### src/cte_defines.svh
// Purpose: register offsets, field positions, reset values and source codes
//          of the charge time unit edge logic
// Assumes: 32-bit APB data, one aligned word per register
// Notes:   definitions only
`ifndef CTE_DEFINES_SVH
`define CTE_DEFINES_SVH

// ----------------------------------------------------------------------------
// register byte offsets
// ----------------------------------------------------------------------------
`define CTE_ADDR_EDGE_CTRL 12'h000
`define CTE_ADDR_UNIT_CTRL 12'h004
`define CTE_ADDR_IRQ_STAT 12'h008
`define CTE_ADDR_IRQ_MASK 12'h00c
`define CTE_ADDR_LIVE 12'h010

// ----------------------------------------------------------------------------
// edge_source_control field positions; CTE_UNIT_EN is the enable bit of the unit control word
// ----------------------------------------------------------------------------
`define CTE_F1_SENS 15
`define CTE_F1_POL 14
`define CTE_F1_SEL_HI 13
`define CTE_F1_SEL_LO 10
`define CTE_F2_SEEN 9
`define CTE_F1_SEEN 8
`define CTE_F2_SENS 7
`define CTE_F2_POL 6
`define CTE_F2_SEL_HI 5
`define CTE_F2_SEL_LO 2
`define CTE_UNIT_EN 0

// ----------------------------------------------------------------------------
// reset values
// ----------------------------------------------------------------------------
`define CTE_RST_EDGE_CTRL 16'h0000
`define CTE_RST_UNIT_CTRL 1'h0
`define CTE_RST_IRQ 3'h0

// ----------------------------------------------------------------------------
// edge source select codes
// ----------------------------------------------------------------------------
`define CTE_SRC_TIMER 4'h0
`define CTE_SRC_OC1 4'h1
`define CTE_SRC_EXT1 4'h2
`define CTE_SRC_EXT7 4'h8
`define CTE_SRC_EXT8 4'h9
`define CTE_SRC_IC1 4'ha
`define CTE_SRC_IC2 4'hb
`define CTE_SRC_IC3 4'hc
`define CTE_SRC_CMP1 4'hd
`define CTE_SRC_CMP2 4'he
`define CTE_SRC_CMP3 4'hf

`endif

### src/cte_pkg.sv
// Purpose: shared types of the charge time unit edge logic
// Assumes: nothing beyond the defines header
// Notes:   all module state lives in the structs declared here
package cte_pkg;

  // --------------------------------------------------------------------------
  // trigger sources
  // --------------------------------------------------------------------------
  typedef struct packed {
    logic [2:0] cmp;      // comparator 3..1 outputs
    logic [2:0] capture;  // input capture 3..1
    logic [12:0] ext;     // external edge pins 13..1
    logic oc1;            // output compare one
    logic timer;          // general timer one
  } cte_src_s;

  // --------------------------------------------------------------------------
  // module states
  // --------------------------------------------------------------------------
  typedef struct packed {
    logic prev;
  } cte_qual_s;

  typedef struct packed {
    logic [15:0] edge_ctrl;
    logic enable;
    logic [2:0] irq_stat;
    logic [2:0] irq_mask;
    logic pulse;
    logic irq;
    logic pready;
    logic pslverr;
    logic [31:0] prdata;
  } cte_state_s;

endpackage

### src/cte_src_select.sv
// Purpose: picks one trigger source level from a 4-bit select code
// Assumes: sources are synchronous to the unit clock
// Notes:   pin 7 is dropped when the small package is built
`timescale 1ns/1ps
`include "cte_defines.svh"
module cte_src_select #(
  parameter bit SMALL_PKG = 1'b0
) (
  // select and sources
  input wire logic [3:0] sel,
  input wire cte_pkg::cte_src_s src,
  // chosen level
  output logic level
);

  logic [2:0] ext_idx;

  // pin codes 2..9 map onto pins 1..8
  assign ext_idx = 3'(sel - `CTE_SRC_EXT1);

  // ---------------------------------------------------------------------------
  // source multiplexer
  // ---------------------------------------------------------------------------
  always_comb
  begin
    unique case (sel)
      `CTE_SRC_CMP3: level = src.cmp[2];
      `CTE_SRC_CMP2: level = src.cmp[1];
      `CTE_SRC_CMP1: level = src.cmp[0];
      `CTE_SRC_IC3: level = src.capture[2];
      `CTE_SRC_IC2: level = src.capture[1];
      `CTE_SRC_IC1: level = src.capture[0];
      `CTE_SRC_OC1: level = src.oc1;
      `CTE_SRC_TIMER: level = src.timer;
      // missing pin in the small package gives a quiet source
      `CTE_SRC_EXT7: level = SMALL_PKG ? 1'b0 : src.ext[6];
      default: level = src.ext[ext_idx];
    endcase
  end

endmodule

### src/cte_edge_qual.sv
// Purpose: qualifies one source by polarity and level or edge sensitivity
// Assumes: source level synchronous to clk
// Notes:   previous level tracks even while the unit is off, so enabling
//          never sees a stale edge
`timescale 1ns/1ps
module cte_edge_qual (
  // clock and reset
  input wire logic clk,
  input wire logic rst,
  input wire logic ce,
  // control
  input wire logic level,
  input wire logic polarity,
  input wire logic edge_mode,
  // qualified event, combinational
  output logic hit
);

  cte_pkg::cte_qual_s st;
  cte_pkg::cte_qual_s next_st;

  // ---------------------------------------------------------------------------
  // event decision
  // ---------------------------------------------------------------------------
  always_comb
  begin
    next_st.prev = level;
    if (edge_mode)
      hit = (level == polarity) && (st.prev != polarity);
    else
      hit = (level == polarity);
  end

  // state register, frozen while ce is low
  always_ff @(posedge clk or posedge rst)
  begin
    if (rst)
      st <= '0;
    else if (ce)
      st <= next_st;
  end

endmodule

### src/cte_edge_unit.sv
// Purpose: edge sequencing of the charge time unit: two qualified edge
//          channels, sticky seen flags, pulse and current source enable
// Assumes: 200 MHz clk, APB slave with zero wait states
// Notes:   all outputs are registered; events only count while enabled
//
// Operation
// - each channel responds to the level or to transitions of its source per its sensitivity bit.
// - first polarity 1 means rising edge response, 0 means falling.
// - second polarity 1 means rising edge response, 0 means falling.
// - first select codes 1111, 1110, 1101 pick comparator 3, 2, 1.
// - first select codes 1100, 1011, 1010 pick input capture 3, 2, 1.
// - first select code 1001 picks pin 8, lower codes down to 0010 pick pins 7 to 1.
// - up to thirteen external edge pins plus timer and compare are accepted; the code takes thirteen pins but its select codes reach pins 1 to 8 only.
// - pin 7 is absent in the small package and then gives no events; the code reads it as 0, so level mode with polarity 0 fires every cycle.
// - second seen flag reads 1 after a qualified second event; software may write it.
// - first seen flag reads 1 after a qualified first event; software may write it.
// - output pulse spans the time between the two qualified events.
//
// Decided for this implementation: the APB register port and the placing of the registers.
`timescale 1ns/1ps
`include "cte_defines.svh"
module cte_edge_unit #(
  parameter bit SMALL_PKG = 1'b0,
  parameter int AW = 12
) (
  // clock, reset, enable
  input wire logic clk,
  input wire logic rst,
  input wire logic ce,
  // apb slave
  input wire logic psel,
  input wire logic penable,
  input wire logic pwrite,
  input wire logic [AW-1:0] paddr,
  input wire logic [31:0] pwdata,
  output logic [31:0] prdata,
  output logic pready,
  output logic pslverr,
  // trigger sources
  input wire cte_pkg::cte_src_s src,
  // unit outputs
  output logic pulse_out,
  output logic current_enable,
  output logic irq
);

  cte_pkg::cte_state_s st;
  cte_pkg::cte_state_s next_st;
  logic lvl1;
  logic lvl2;
  logic hit1;
  logic hit2;
  logic ev1;
  logic ev2;
  logic access;
  logic wr;
  logic [11:0] addr;
  logic [2:0] irq_set;
  logic [2:0] irq_clr;
  logic [31:0] rd_word;
  logic rd_ok;

  // ---------------------------------------------------------------------------
  // source selection and qualification, one instance per channel
  // ---------------------------------------------------------------------------
  cte_src_select #(.SMALL_PKG(SMALL_PKG)) u_sel1 (
    .sel(st.edge_ctrl[`CTE_F1_SEL_HI:`CTE_F1_SEL_LO]),
    .src(src),
    .level(lvl1)
  );

  // same table serves the second channel
  cte_src_select #(.SMALL_PKG(SMALL_PKG)) u_sel2 (
    .sel(st.edge_ctrl[`CTE_F2_SEL_HI:`CTE_F2_SEL_LO]),
    .src(src),
    .level(lvl2)
  );

  cte_edge_qual u_qual1 (
    .clk(clk),
    .rst(rst),
    .ce(ce),
    .level(lvl1),
    .polarity(st.edge_ctrl[`CTE_F1_POL]),
    .edge_mode(st.edge_ctrl[`CTE_F1_SENS]),
    .hit(hit1)
  );

  cte_edge_qual u_qual2 (
    .clk(clk),
    .rst(rst),
    .ce(ce),
    .level(lvl2),
    .polarity(st.edge_ctrl[`CTE_F2_POL]),
    .edge_mode(st.edge_ctrl[`CTE_F2_SENS]),
    .hit(hit2)
  );

  // ---------------------------------------------------------------------------
  // bus decode
  // ---------------------------------------------------------------------------
  // pready is already high in the first access cycle, so every access ends there
  assign access = psel && penable && st.pready;
  assign wr = access && pwrite;
  assign addr = 12'(paddr);
  assign ev1 = st.enable && hit1;
  assign ev2 = st.enable && hit2;

  // read mux, evaluated in the setup cycle
  always_comb
  begin
    rd_word = '0;
    rd_ok = 1'b1;
    unique case (addr)
      `CTE_ADDR_EDGE_CTRL: rd_word = {16'h0000, st.edge_ctrl[15:2], 2'h0};
      `CTE_ADDR_UNIT_CTRL: rd_word = {31'h0, st.enable};
      `CTE_ADDR_IRQ_STAT: rd_word = {29'h0, st.irq_stat};
      `CTE_ADDR_IRQ_MASK: rd_word = {29'h0, st.irq_mask};
      `CTE_ADDR_LIVE: rd_word = {29'h0, st.pulse, st.edge_ctrl[`CTE_F2_SEEN],
        st.edge_ctrl[`CTE_F1_SEEN]};
      default: rd_ok = 1'b0;
    endcase
  end

  // ---------------------------------------------------------------------------
  // next state
  // ---------------------------------------------------------------------------
  always_comb
  begin
    next_st = st;
    irq_clr = 3'h0;
    // software write to the control word; low two bits are not stored
    if (wr && addr == `CTE_ADDR_EDGE_CTRL)
      next_st.edge_ctrl = {pwdata[15:2], 2'h0};
    if (wr && addr == `CTE_ADDR_UNIT_CTRL)
      next_st.enable = pwdata[`CTE_UNIT_EN];
    if (wr && addr == `CTE_ADDR_IRQ_MASK)
      next_st.irq_mask = pwdata[2:0];
    if (wr && addr == `CTE_ADDR_IRQ_STAT)
      irq_clr = pwdata[2:0];
    // a hardware event beats a software clear in the same cycle
    if (ev1)
      next_st.edge_ctrl[`CTE_F1_SEEN] = 1'b1;
    if (ev2)
      next_st.edge_ctrl[`CTE_F2_SEEN] = 1'b1;
    // pulse runs from first event to second event
    next_st.pulse = next_st.edge_ctrl[`CTE_F1_SEEN]
      && !next_st.edge_ctrl[`CTE_F2_SEEN];
    irq_set = {st.pulse && !next_st.pulse, ev2, ev1};
    next_st.irq_stat = (st.irq_stat & ~irq_clr) | irq_set;
    next_st.irq = |(next_st.irq_stat & next_st.irq_mask);
    // answer prepared in the setup cycle, shown during the access cycle
    if (psel && !penable)
    begin
      next_st.pready = 1'b1;
      next_st.pslverr = !rd_ok;
      next_st.prdata = pwrite ? 32'h0 : rd_word;
    end
    else
    begin
      next_st.pready = 1'b0;
      next_st.pslverr = 1'b0;
      next_st.prdata = 32'h0;
    end
  end

  // single state register, frozen while ce is low
  always_ff @(posedge clk or posedge rst)
  begin
    if (rst)
    begin
      st <= '0;
      st.edge_ctrl <= `CTE_RST_EDGE_CTRL;
      st.enable <= `CTE_RST_UNIT_CTRL;
      st.irq_stat <= `CTE_RST_IRQ;
      st.irq_mask <= `CTE_RST_IRQ;
    end
    else if (ce)
      st <= next_st;
  end

  // outputs straight from the state flops
  assign prdata = st.prdata;
  assign pready = st.pready;
  assign pslverr = st.pslverr;
  assign pulse_out = st.pulse;
  assign current_enable = st.pulse;
  assign irq = st.irq;
endmodule

### config.mk
export PLATFORM = sky130hd
export DESIGN_NAME = cte_edge_unit
export DESIGN_NICKNAME = d
export VERILOG_FILES = /design/src/cte_pkg.sv /design/src/cte_src_select.sv /design/src/cte_edge_qual.sv /design/src/cte_edge_unit.sv
export VERILOG_INCLUDE_DIRS = /design/src /design/src/src
export SDC_FILE = /design/constraint.sdc
export NUM_CORES = 1
export LEC_CHECK = 0
export BUFFER_PORTS_ARGS = -buffer_cell sky130_fd_sc_hd__buf_2
export CAP_MARGIN = 25
export CORE_MARGIN = 2
export CORE_UTILIZATION = 35
export DETAILED_ROUTE_END_ITERATION = 16
export PLACE_DENSITY = 0.72
export REMOVE_ABC_BUFFERS = 1
export SLEW_MARGIN = 30
export SYNTH_ARGS = -nofsm -noshare
export SYNTH_HDL_FRONTEND = slang
export SYNTH_HIERARCHICAL = 1
export SYNTH_SLANG_ARGS = --single-unit
### constraint.sdc
create_clock -name clk -period 2.6 [get_ports clk]
set_input_delay 0.13 -clock clk [delete_from_list [all_inputs] [get_ports clk]]
set_output_delay 0.13 -clock clk [all_outputs]
set_load 0.01 [all_outputs]
# Yosys cells after proc, flatten, opt, wreduce, memory -nomap -nowiden
# Index checks and enable logic that the tools add are counted.
[totals]
output_inout_bits = 37
in_bits = 71
register_bits = 59
[classes]
bitwise = 4
n_reduce_logical = 25
muxes = 17
addsub = 2
n_eq_ne = 24
order_cmp = 2
[ops]
columns = ["cell", "count"]
rows = [
  ["case mux 16 bit (5 select lines)", 1],
  ["== test 4 bit, second input constant", 14],
  ["2-to-1 mux 34 bit", 1],
  ["2-to-1 mux 32 bit", 1],
  ["== test 12 x 4 -> 1 bit, second input constant", 2],
  ["case mux 1 bit (9 select lines)", 2],
  ["logical AND 1 bit", 14],
  ["== test 12 x 3 -> 1 bit, second input constant", 1],
  ["== test 12 x 5 -> 1 bit, second input constant", 1],
  ["zero test 12 bit", 1],
  ["< comparator 3 x 5 -> 1 bit, second input constant", 2],
  ["2-to-1 mux 10 bit", 1],
  ["== test 4 x 1 -> 1 bit, second input constant", 2],
  ["zero test 4 bit", 2],
  ["2-to-1 mux 1 bit", 7],
  ["AND 3 bit", 2],
  ["binary-select mux 1 bit (select 3 bit)", 2],
  ["2-to-1 mux 3 bit", 2],
  ["subtractor 3 x 2 -> 3 bit, second input constant", 2],
  ["OR reduction 5 bit", 1],
  ["zero test 1 bit", 4],
  ["AND reduction 2 bit", 2],
  ["NOT 3 bit", 1],
  ["bitwise OR 3 bit", 1],
  ["other kinds (3)", 5],
]

# Logic depth before layout (Yosys ltp)
[depth]
word_depth = 16
depth_mapped = 13
ltp_nobuf = 12

# By module
# The synthesis kept the hierarchy.
[by_module_without_submodules]
columns = ["module", "instances", "cells_each", "area_per_inst_um2", "seq_area_each_um2"]
rows = [
  ["cte_edge_unit", 1, 194, 2179.6, 1026.0],
  ["cte_src_select", 2, 29, 219.0, 0.0],
  ["cte_edge_qual", 2, 7, 66.3, 25.0],
]

# Worst setup path after synthesis
# No wires, ideal clock.
[synth_path]
path_type = "flip-flop to flip-flop"
start = "register st[45] (netlist name)"
end = "register st (netlist bit irq)"
setup_time_ns = 0.146
slack_ns = -0.237
path_stages_with_launch = 14
n_path_buf = 1
period_less_slack_ns = 2.837
arrival_time_ns = 2.691
path_cell_list = "dfrtp_1 buf_6 nor3b_1 a31oi_1 a221oi_1 a32o_1 nor2_1 a22o_1 and2_4 or3_1 or4_4 nand3_2 a211o_1 a41oi_2"
[synth_between]
elab_chain_len = 16
word_cells_on_any_way = 25
cone_classes = "1 x add/sub; 9 x eq/ne; 5 x mux; 2 x bitwise; 8 x reduce/logical"
[synth_lines]
columns = ["item", "line", "source"]
rows = [
  ["from (decl)", "cte_edge_unit.sv:47", "cte_pkg::cte_state_s st;"],
  ["from (signal assigned)", "cte_edge_unit.sv:179", "st <= next_st;"],
  ["subtractor 3 x 2 -> 3 bit (no source line)", "-", ""],
  ["binary-select mux 1 bit (select 3 bit)", "cte_src_select.sv:37", "default: level = src.ext[ext_idx];"],
  ["2-to-1 mux 1 bit (not written as such)", "cte_src_select.sv:37", ""],
  ["case mux 1 bit (9 select lines) (*)", "cte_src_select.sv:26", "unique case (sel)"],
  ["net lvl2", "cte_edge_unit.sv:50", "logic lvl2;"],
  ["== test 1 bit (*)", "cte_edge_qual.sv:29, cte_edge_qual.sv:31", ""],
  ["logical AND 1 bit", "cte_edge_qual.sv:29", "hit = (level == polarity) && (st.prev != polarity);"],
  ["2-to-1 mux 1 bit (*)", "cte_edge_qual.sv:28", "if (edge_mode)"],
  ["net hit2", "cte_edge_unit.sv:52", "logic hit2;"],
  ["[1 not listed]", "-", ""],
  ["2-to-1 mux 1 bit", "cte_edge_unit.sv:144", "if (ev2)"],
  ["zero test 1 bit", "cte_edge_unit.sv:148", "&& !next_st.edge_ctrl[`CTE_F2_SEEN];"],
  ["logical AND 1 bit", "cte_edge_unit.sv:147", "next_st.pulse = next_st.edge_ctrl[`CTE_F1_SEEN]"],
  ["zero test 1 bit", "cte_edge_unit.sv:149", "irq_set = {st.pulse && !next_st.pulse, ev2, ev1};"],
  ["logical AND 1 bit", "cte_edge_unit.sv:149", ""],
  ["bitwise OR 3 bit (*)", "cte_edge_unit.sv:150", "next_st.irq_stat = (st.irq_stat & ~irq_clr) | irq_set;"],
  ["AND 3 bit (*)", "cte_edge_unit.sv:151", "next_st.irq = |(next_st.irq_stat & next_st.irq_mask);"],
  ["OR reduction 3 bit (*)", "cte_edge_unit.sv:151", ""],
]
# The timed path passes the listed nets; every way through them passes the cells marked *. The select of a mux whose other input is x is not followed.
# A chain may end at the register's enable or synchronous reset.

# Final worst setup path
[layout_path]
start = "register st[46] (netlist name)"
end = "register st (netlist bit irq)"
# Same word-level chain as after synthesis.

==> qor.yml <==
run_status:
  status: "complete, but fails checks"
  violations: "setup timing"
sta:
  min_period_ps: 3004
  tightestPinTransition_ps: 741.1
  finClkSkew_ps: 13.18
  hold_violations: 0
  setup_violations: 3
  relSlewSlack: 0.5054
  final.setup.worst_slack_ps: -403.9
  fmax_mhz: 332.9
  rsz0062_at_grt: "true"
  finalCritPeriodShare: 1.155
  slew_violations: 0
  fin_tns_setup_ps: -871.8
synthesis:
  ys_warn_count: 6
  synth_area_sq_mm: 0.002750
  synth_edf_count: 0
  synth_cell_types: 56
  synth_area_per_cell_sq_um: 10.34
  synthArstFlopShare: 1.000
  syn_inst: 266
  ys_ff_latch: 43
  synthFlopType: "dfrtp_1"
  synth-seq-area-share: 0.3913
floorplan:
  coreArea_sq_mm: 0.007687
  die_height_microns: 92.64
  dieWidth_microns: 92.64
  ios: 108
  initial_core_util: 0.3577
  rows: 32
  dieArea_sq_mm: 0.008582
place:
  io_buffers: 70
  place_area_sq_mm: 0.003127
  pre_cts_ws_ps: -378.2
  dpl.hpwl_microns: 4929
  routabilityCongestion: 0.8580
power_and_ir_drop:
  clockPowerShare: 0.421
  p_int_w: 0.001125
  p_leak_nw: 1.642
  p_sw_w: 0.0003208
  ir_worst_vdd_mv: 0.2941
  p_per_area_mw_per_mm2: 426.1
  swShare: 0.2219
  combinationalPowerShare: 0.107
  total_power_w: 0.001446
  seqPwrFrac: 0.472
setup_path:
  rrSetupSlack_ps: -400
  cp.arrival_ps: 3170
  required_ps: 2760
  critical_path.startpoint_type: "flip-flop"
  cp-end-kind: "flip-flop"
  path_class: "flip-flop to flip-flop"
  cp_max_fo: 5
global_routing:
  grt_pass1_wl_microns: 10640
  grt_pass1_vias: 2212
  antenna_found_initial: 1
  globalRoute.totalOverflow: 0
  grt_use_total: 0.1563
  grt_max_degree: 21
finish:
  syn_to_final_growth_pct: 23.38
  nets: 415
  design_area_sq_mm: 0.003393
  fill_cells: 773
  layout-drive-gt1-share: 0.4493
  n_antenna_cell: 0
  fin_util: 0.4414
clock_tree:
  htree_num_levels: 2
  cts_root_buf: "clkbuf_8"
  clk_pin_slew_worst_paths_ps: 90
  clockBufferDepth: 2
  cts_buffers: 5
  clk_latency_ps: 290
  tritoncts: "built"
  clkSinkCount: 43
route:
  firstDrtPassIters: 4
  route.detailed.drc: 0
  num_vias: 2224
  antenna_left: 0
  via_per_inst: 4.975
  drt_iter0_markers: 94
  routed_wl_microns: 6649
  drt-wirelength-per-cell_microns: 14.87
flow_run:
  cap_viol_max_count: 0
hold_path:
  hp-class: "primary input to flip-flop"
[kinds of logic after synthesis]
kind of cell           after synthesis  synth area share
buffers and inverters               54            0.1383
DFF                                 43            0.3913
other                                1          0.001364
muxes                               27            0.1078
AOI/OAI and AO/OA                   73            0.2066
and+or+nand+nor                     68            0.1547
[state kept, by name, indices dropped and copies added (netlist names)]
name / count
prdata: 16
current_enable: 1
pready: 1
u_qual1/st: 1
irq: 1
st: 21
pslverr: 1
u_qual2/st: 1
[synthesized netlist by cell type, drive strengths merged, types with 3 or more instances]
library cell	number	area (sq um)
a221oi	4	35.03
dfrtp	43	1076
nand2	8	30.03
nor2	18	77.58
mux2i	6	60.06
a21oi	8	40.04
clkbuf	3	11.26
inv	10	37.54
nor3b	4	30.03
o21ai	11	58.81
mux2	21	236.5
o2bb2ai	5	43.79
a22o	16	141.4
buf	41	331.6
nand3	6	35.03
nand4	4	31.28
a31oi	7	43.79
or3	6	47.54
nor3	4	31.28
nand2b	5	31.28
nor2b	3	18.77
[per-stage QoR]
| stage | hold slack [ps] | cells |
|---|---|---|
| 6_report | 69.55 | 447 |
| 5_1_grt | 66.17 | 447 |
| 4_1_cts | 64.44 | 447 |
| 3_5_place_dp | -0.3703 | 432 |
| 3_3_place_gp | -3.612 | 432 |
| 2_1_floorplan | -141.3 | 237 |
[routing by layer]
| metal | vias to the layer above | GRT usage | share of wire |
|---|---|---|---|
| li1 | 1095 | - | - |
| met1 | 1043 | 0.1992 | 0.46 |
| met2 | 70 | 0.2609 | 0.47 |
| met3 | 14 | 0.02685 | 0.041 |
| met4 | 2 | 0.06863 | 0.026 |
| met5 | - | 0 | 0.0020 |
[worst paths after layout]
| kind | start | to | cells after the start |
|---|---|---|---|
| min | pwdata[10] | st[53] | 2 |
| max reg2reg | st[46] | irq | 12 |
| max | st[46] | irq | 12 |
| min reg2reg | prdata[1] | prdata[1] | 1 |
| min in group asynchronous | rst | u_qual2/st | 3 |
| max in group asynchronous | rst | prdata[10] | 4 |
[power by group through the flow]
stage / Combinational (W) / Sequential (W) / Clock [W]
2_1_floorplan: 0.0000656 / 0.000697 / 0
3_3_place_gp: 0.000148 / 0.000695 / 0
3_5_place_dp: 0.000149 / 0.000695 / 0
4_1_cts: 0.000153 / 0.000682 / 0.000620
5_1_grt: 0.000172 / 0.000684 / 0.000644
6_report: 0.000155 / 0.000682 / 0.000609
[cell type report]
cell class	instances	area [sq um]	area share
clock buffers	6	72.57	0.02139
clock inverters	2	60.06	0.01770
inverters	10	37.54	0.01106
multi-input cells	184	1395	0.4111
flip-flops and latches	43	1082	0.3190
well taps	102	127.6	0.03761
repair buffers	100	618.1	0.1822
[cells in the final DEF (no fill, tap or decap), drive strengths merged, types with 3 or more instances in the layout]
| cell type | count |
|---|---|
| buf | 99 |
| dfrtp | 43 |
| mux2 | 21 |
| nor2 | 18 |
| conb | 16 |
| a22o | 16 |
| o21ai | 11 |
| inv | 10 |
| nand2 | 8 |
| a21oi | 8 |
| a31oi | 7 |
| mux2i | 6 |
| nand3 | 6 |
| clkbuf | 6 |
| or3 | 6 |
| nand2b | 5 |
| o2bb2ai | 5 |
| nor3b | 4 |
| nor3 | 4 |
| nand4 | 4 |
| a221oi | 4 |
| nor2b | 3 |
[worst max-delay path, cell delays in order (launching register included)]
cell and delay [ps]:
dfrtp_2 470, buf_12 160, a211oi_4 170, a31oi_1 90, a311o_1 290, a32o_2 230, a22o_1 200, and2_4 150
or3_1 330, or4_4 450, nand3_4 110, a211o_1 130, a41oi_2 100
[what timing repair did]
action                                 in CTS  in global routing
hold buffers                                1                  0
endpoints found under the hold margin       2                  0
buffers inserted                            5                  1
resized for setup                           9                 14
pin swaps                                   2                  5
setup endpoints to repair                   3                  3
cloned                                      1                  0
No activity file was read; power rests on OpenSTA's default activity.
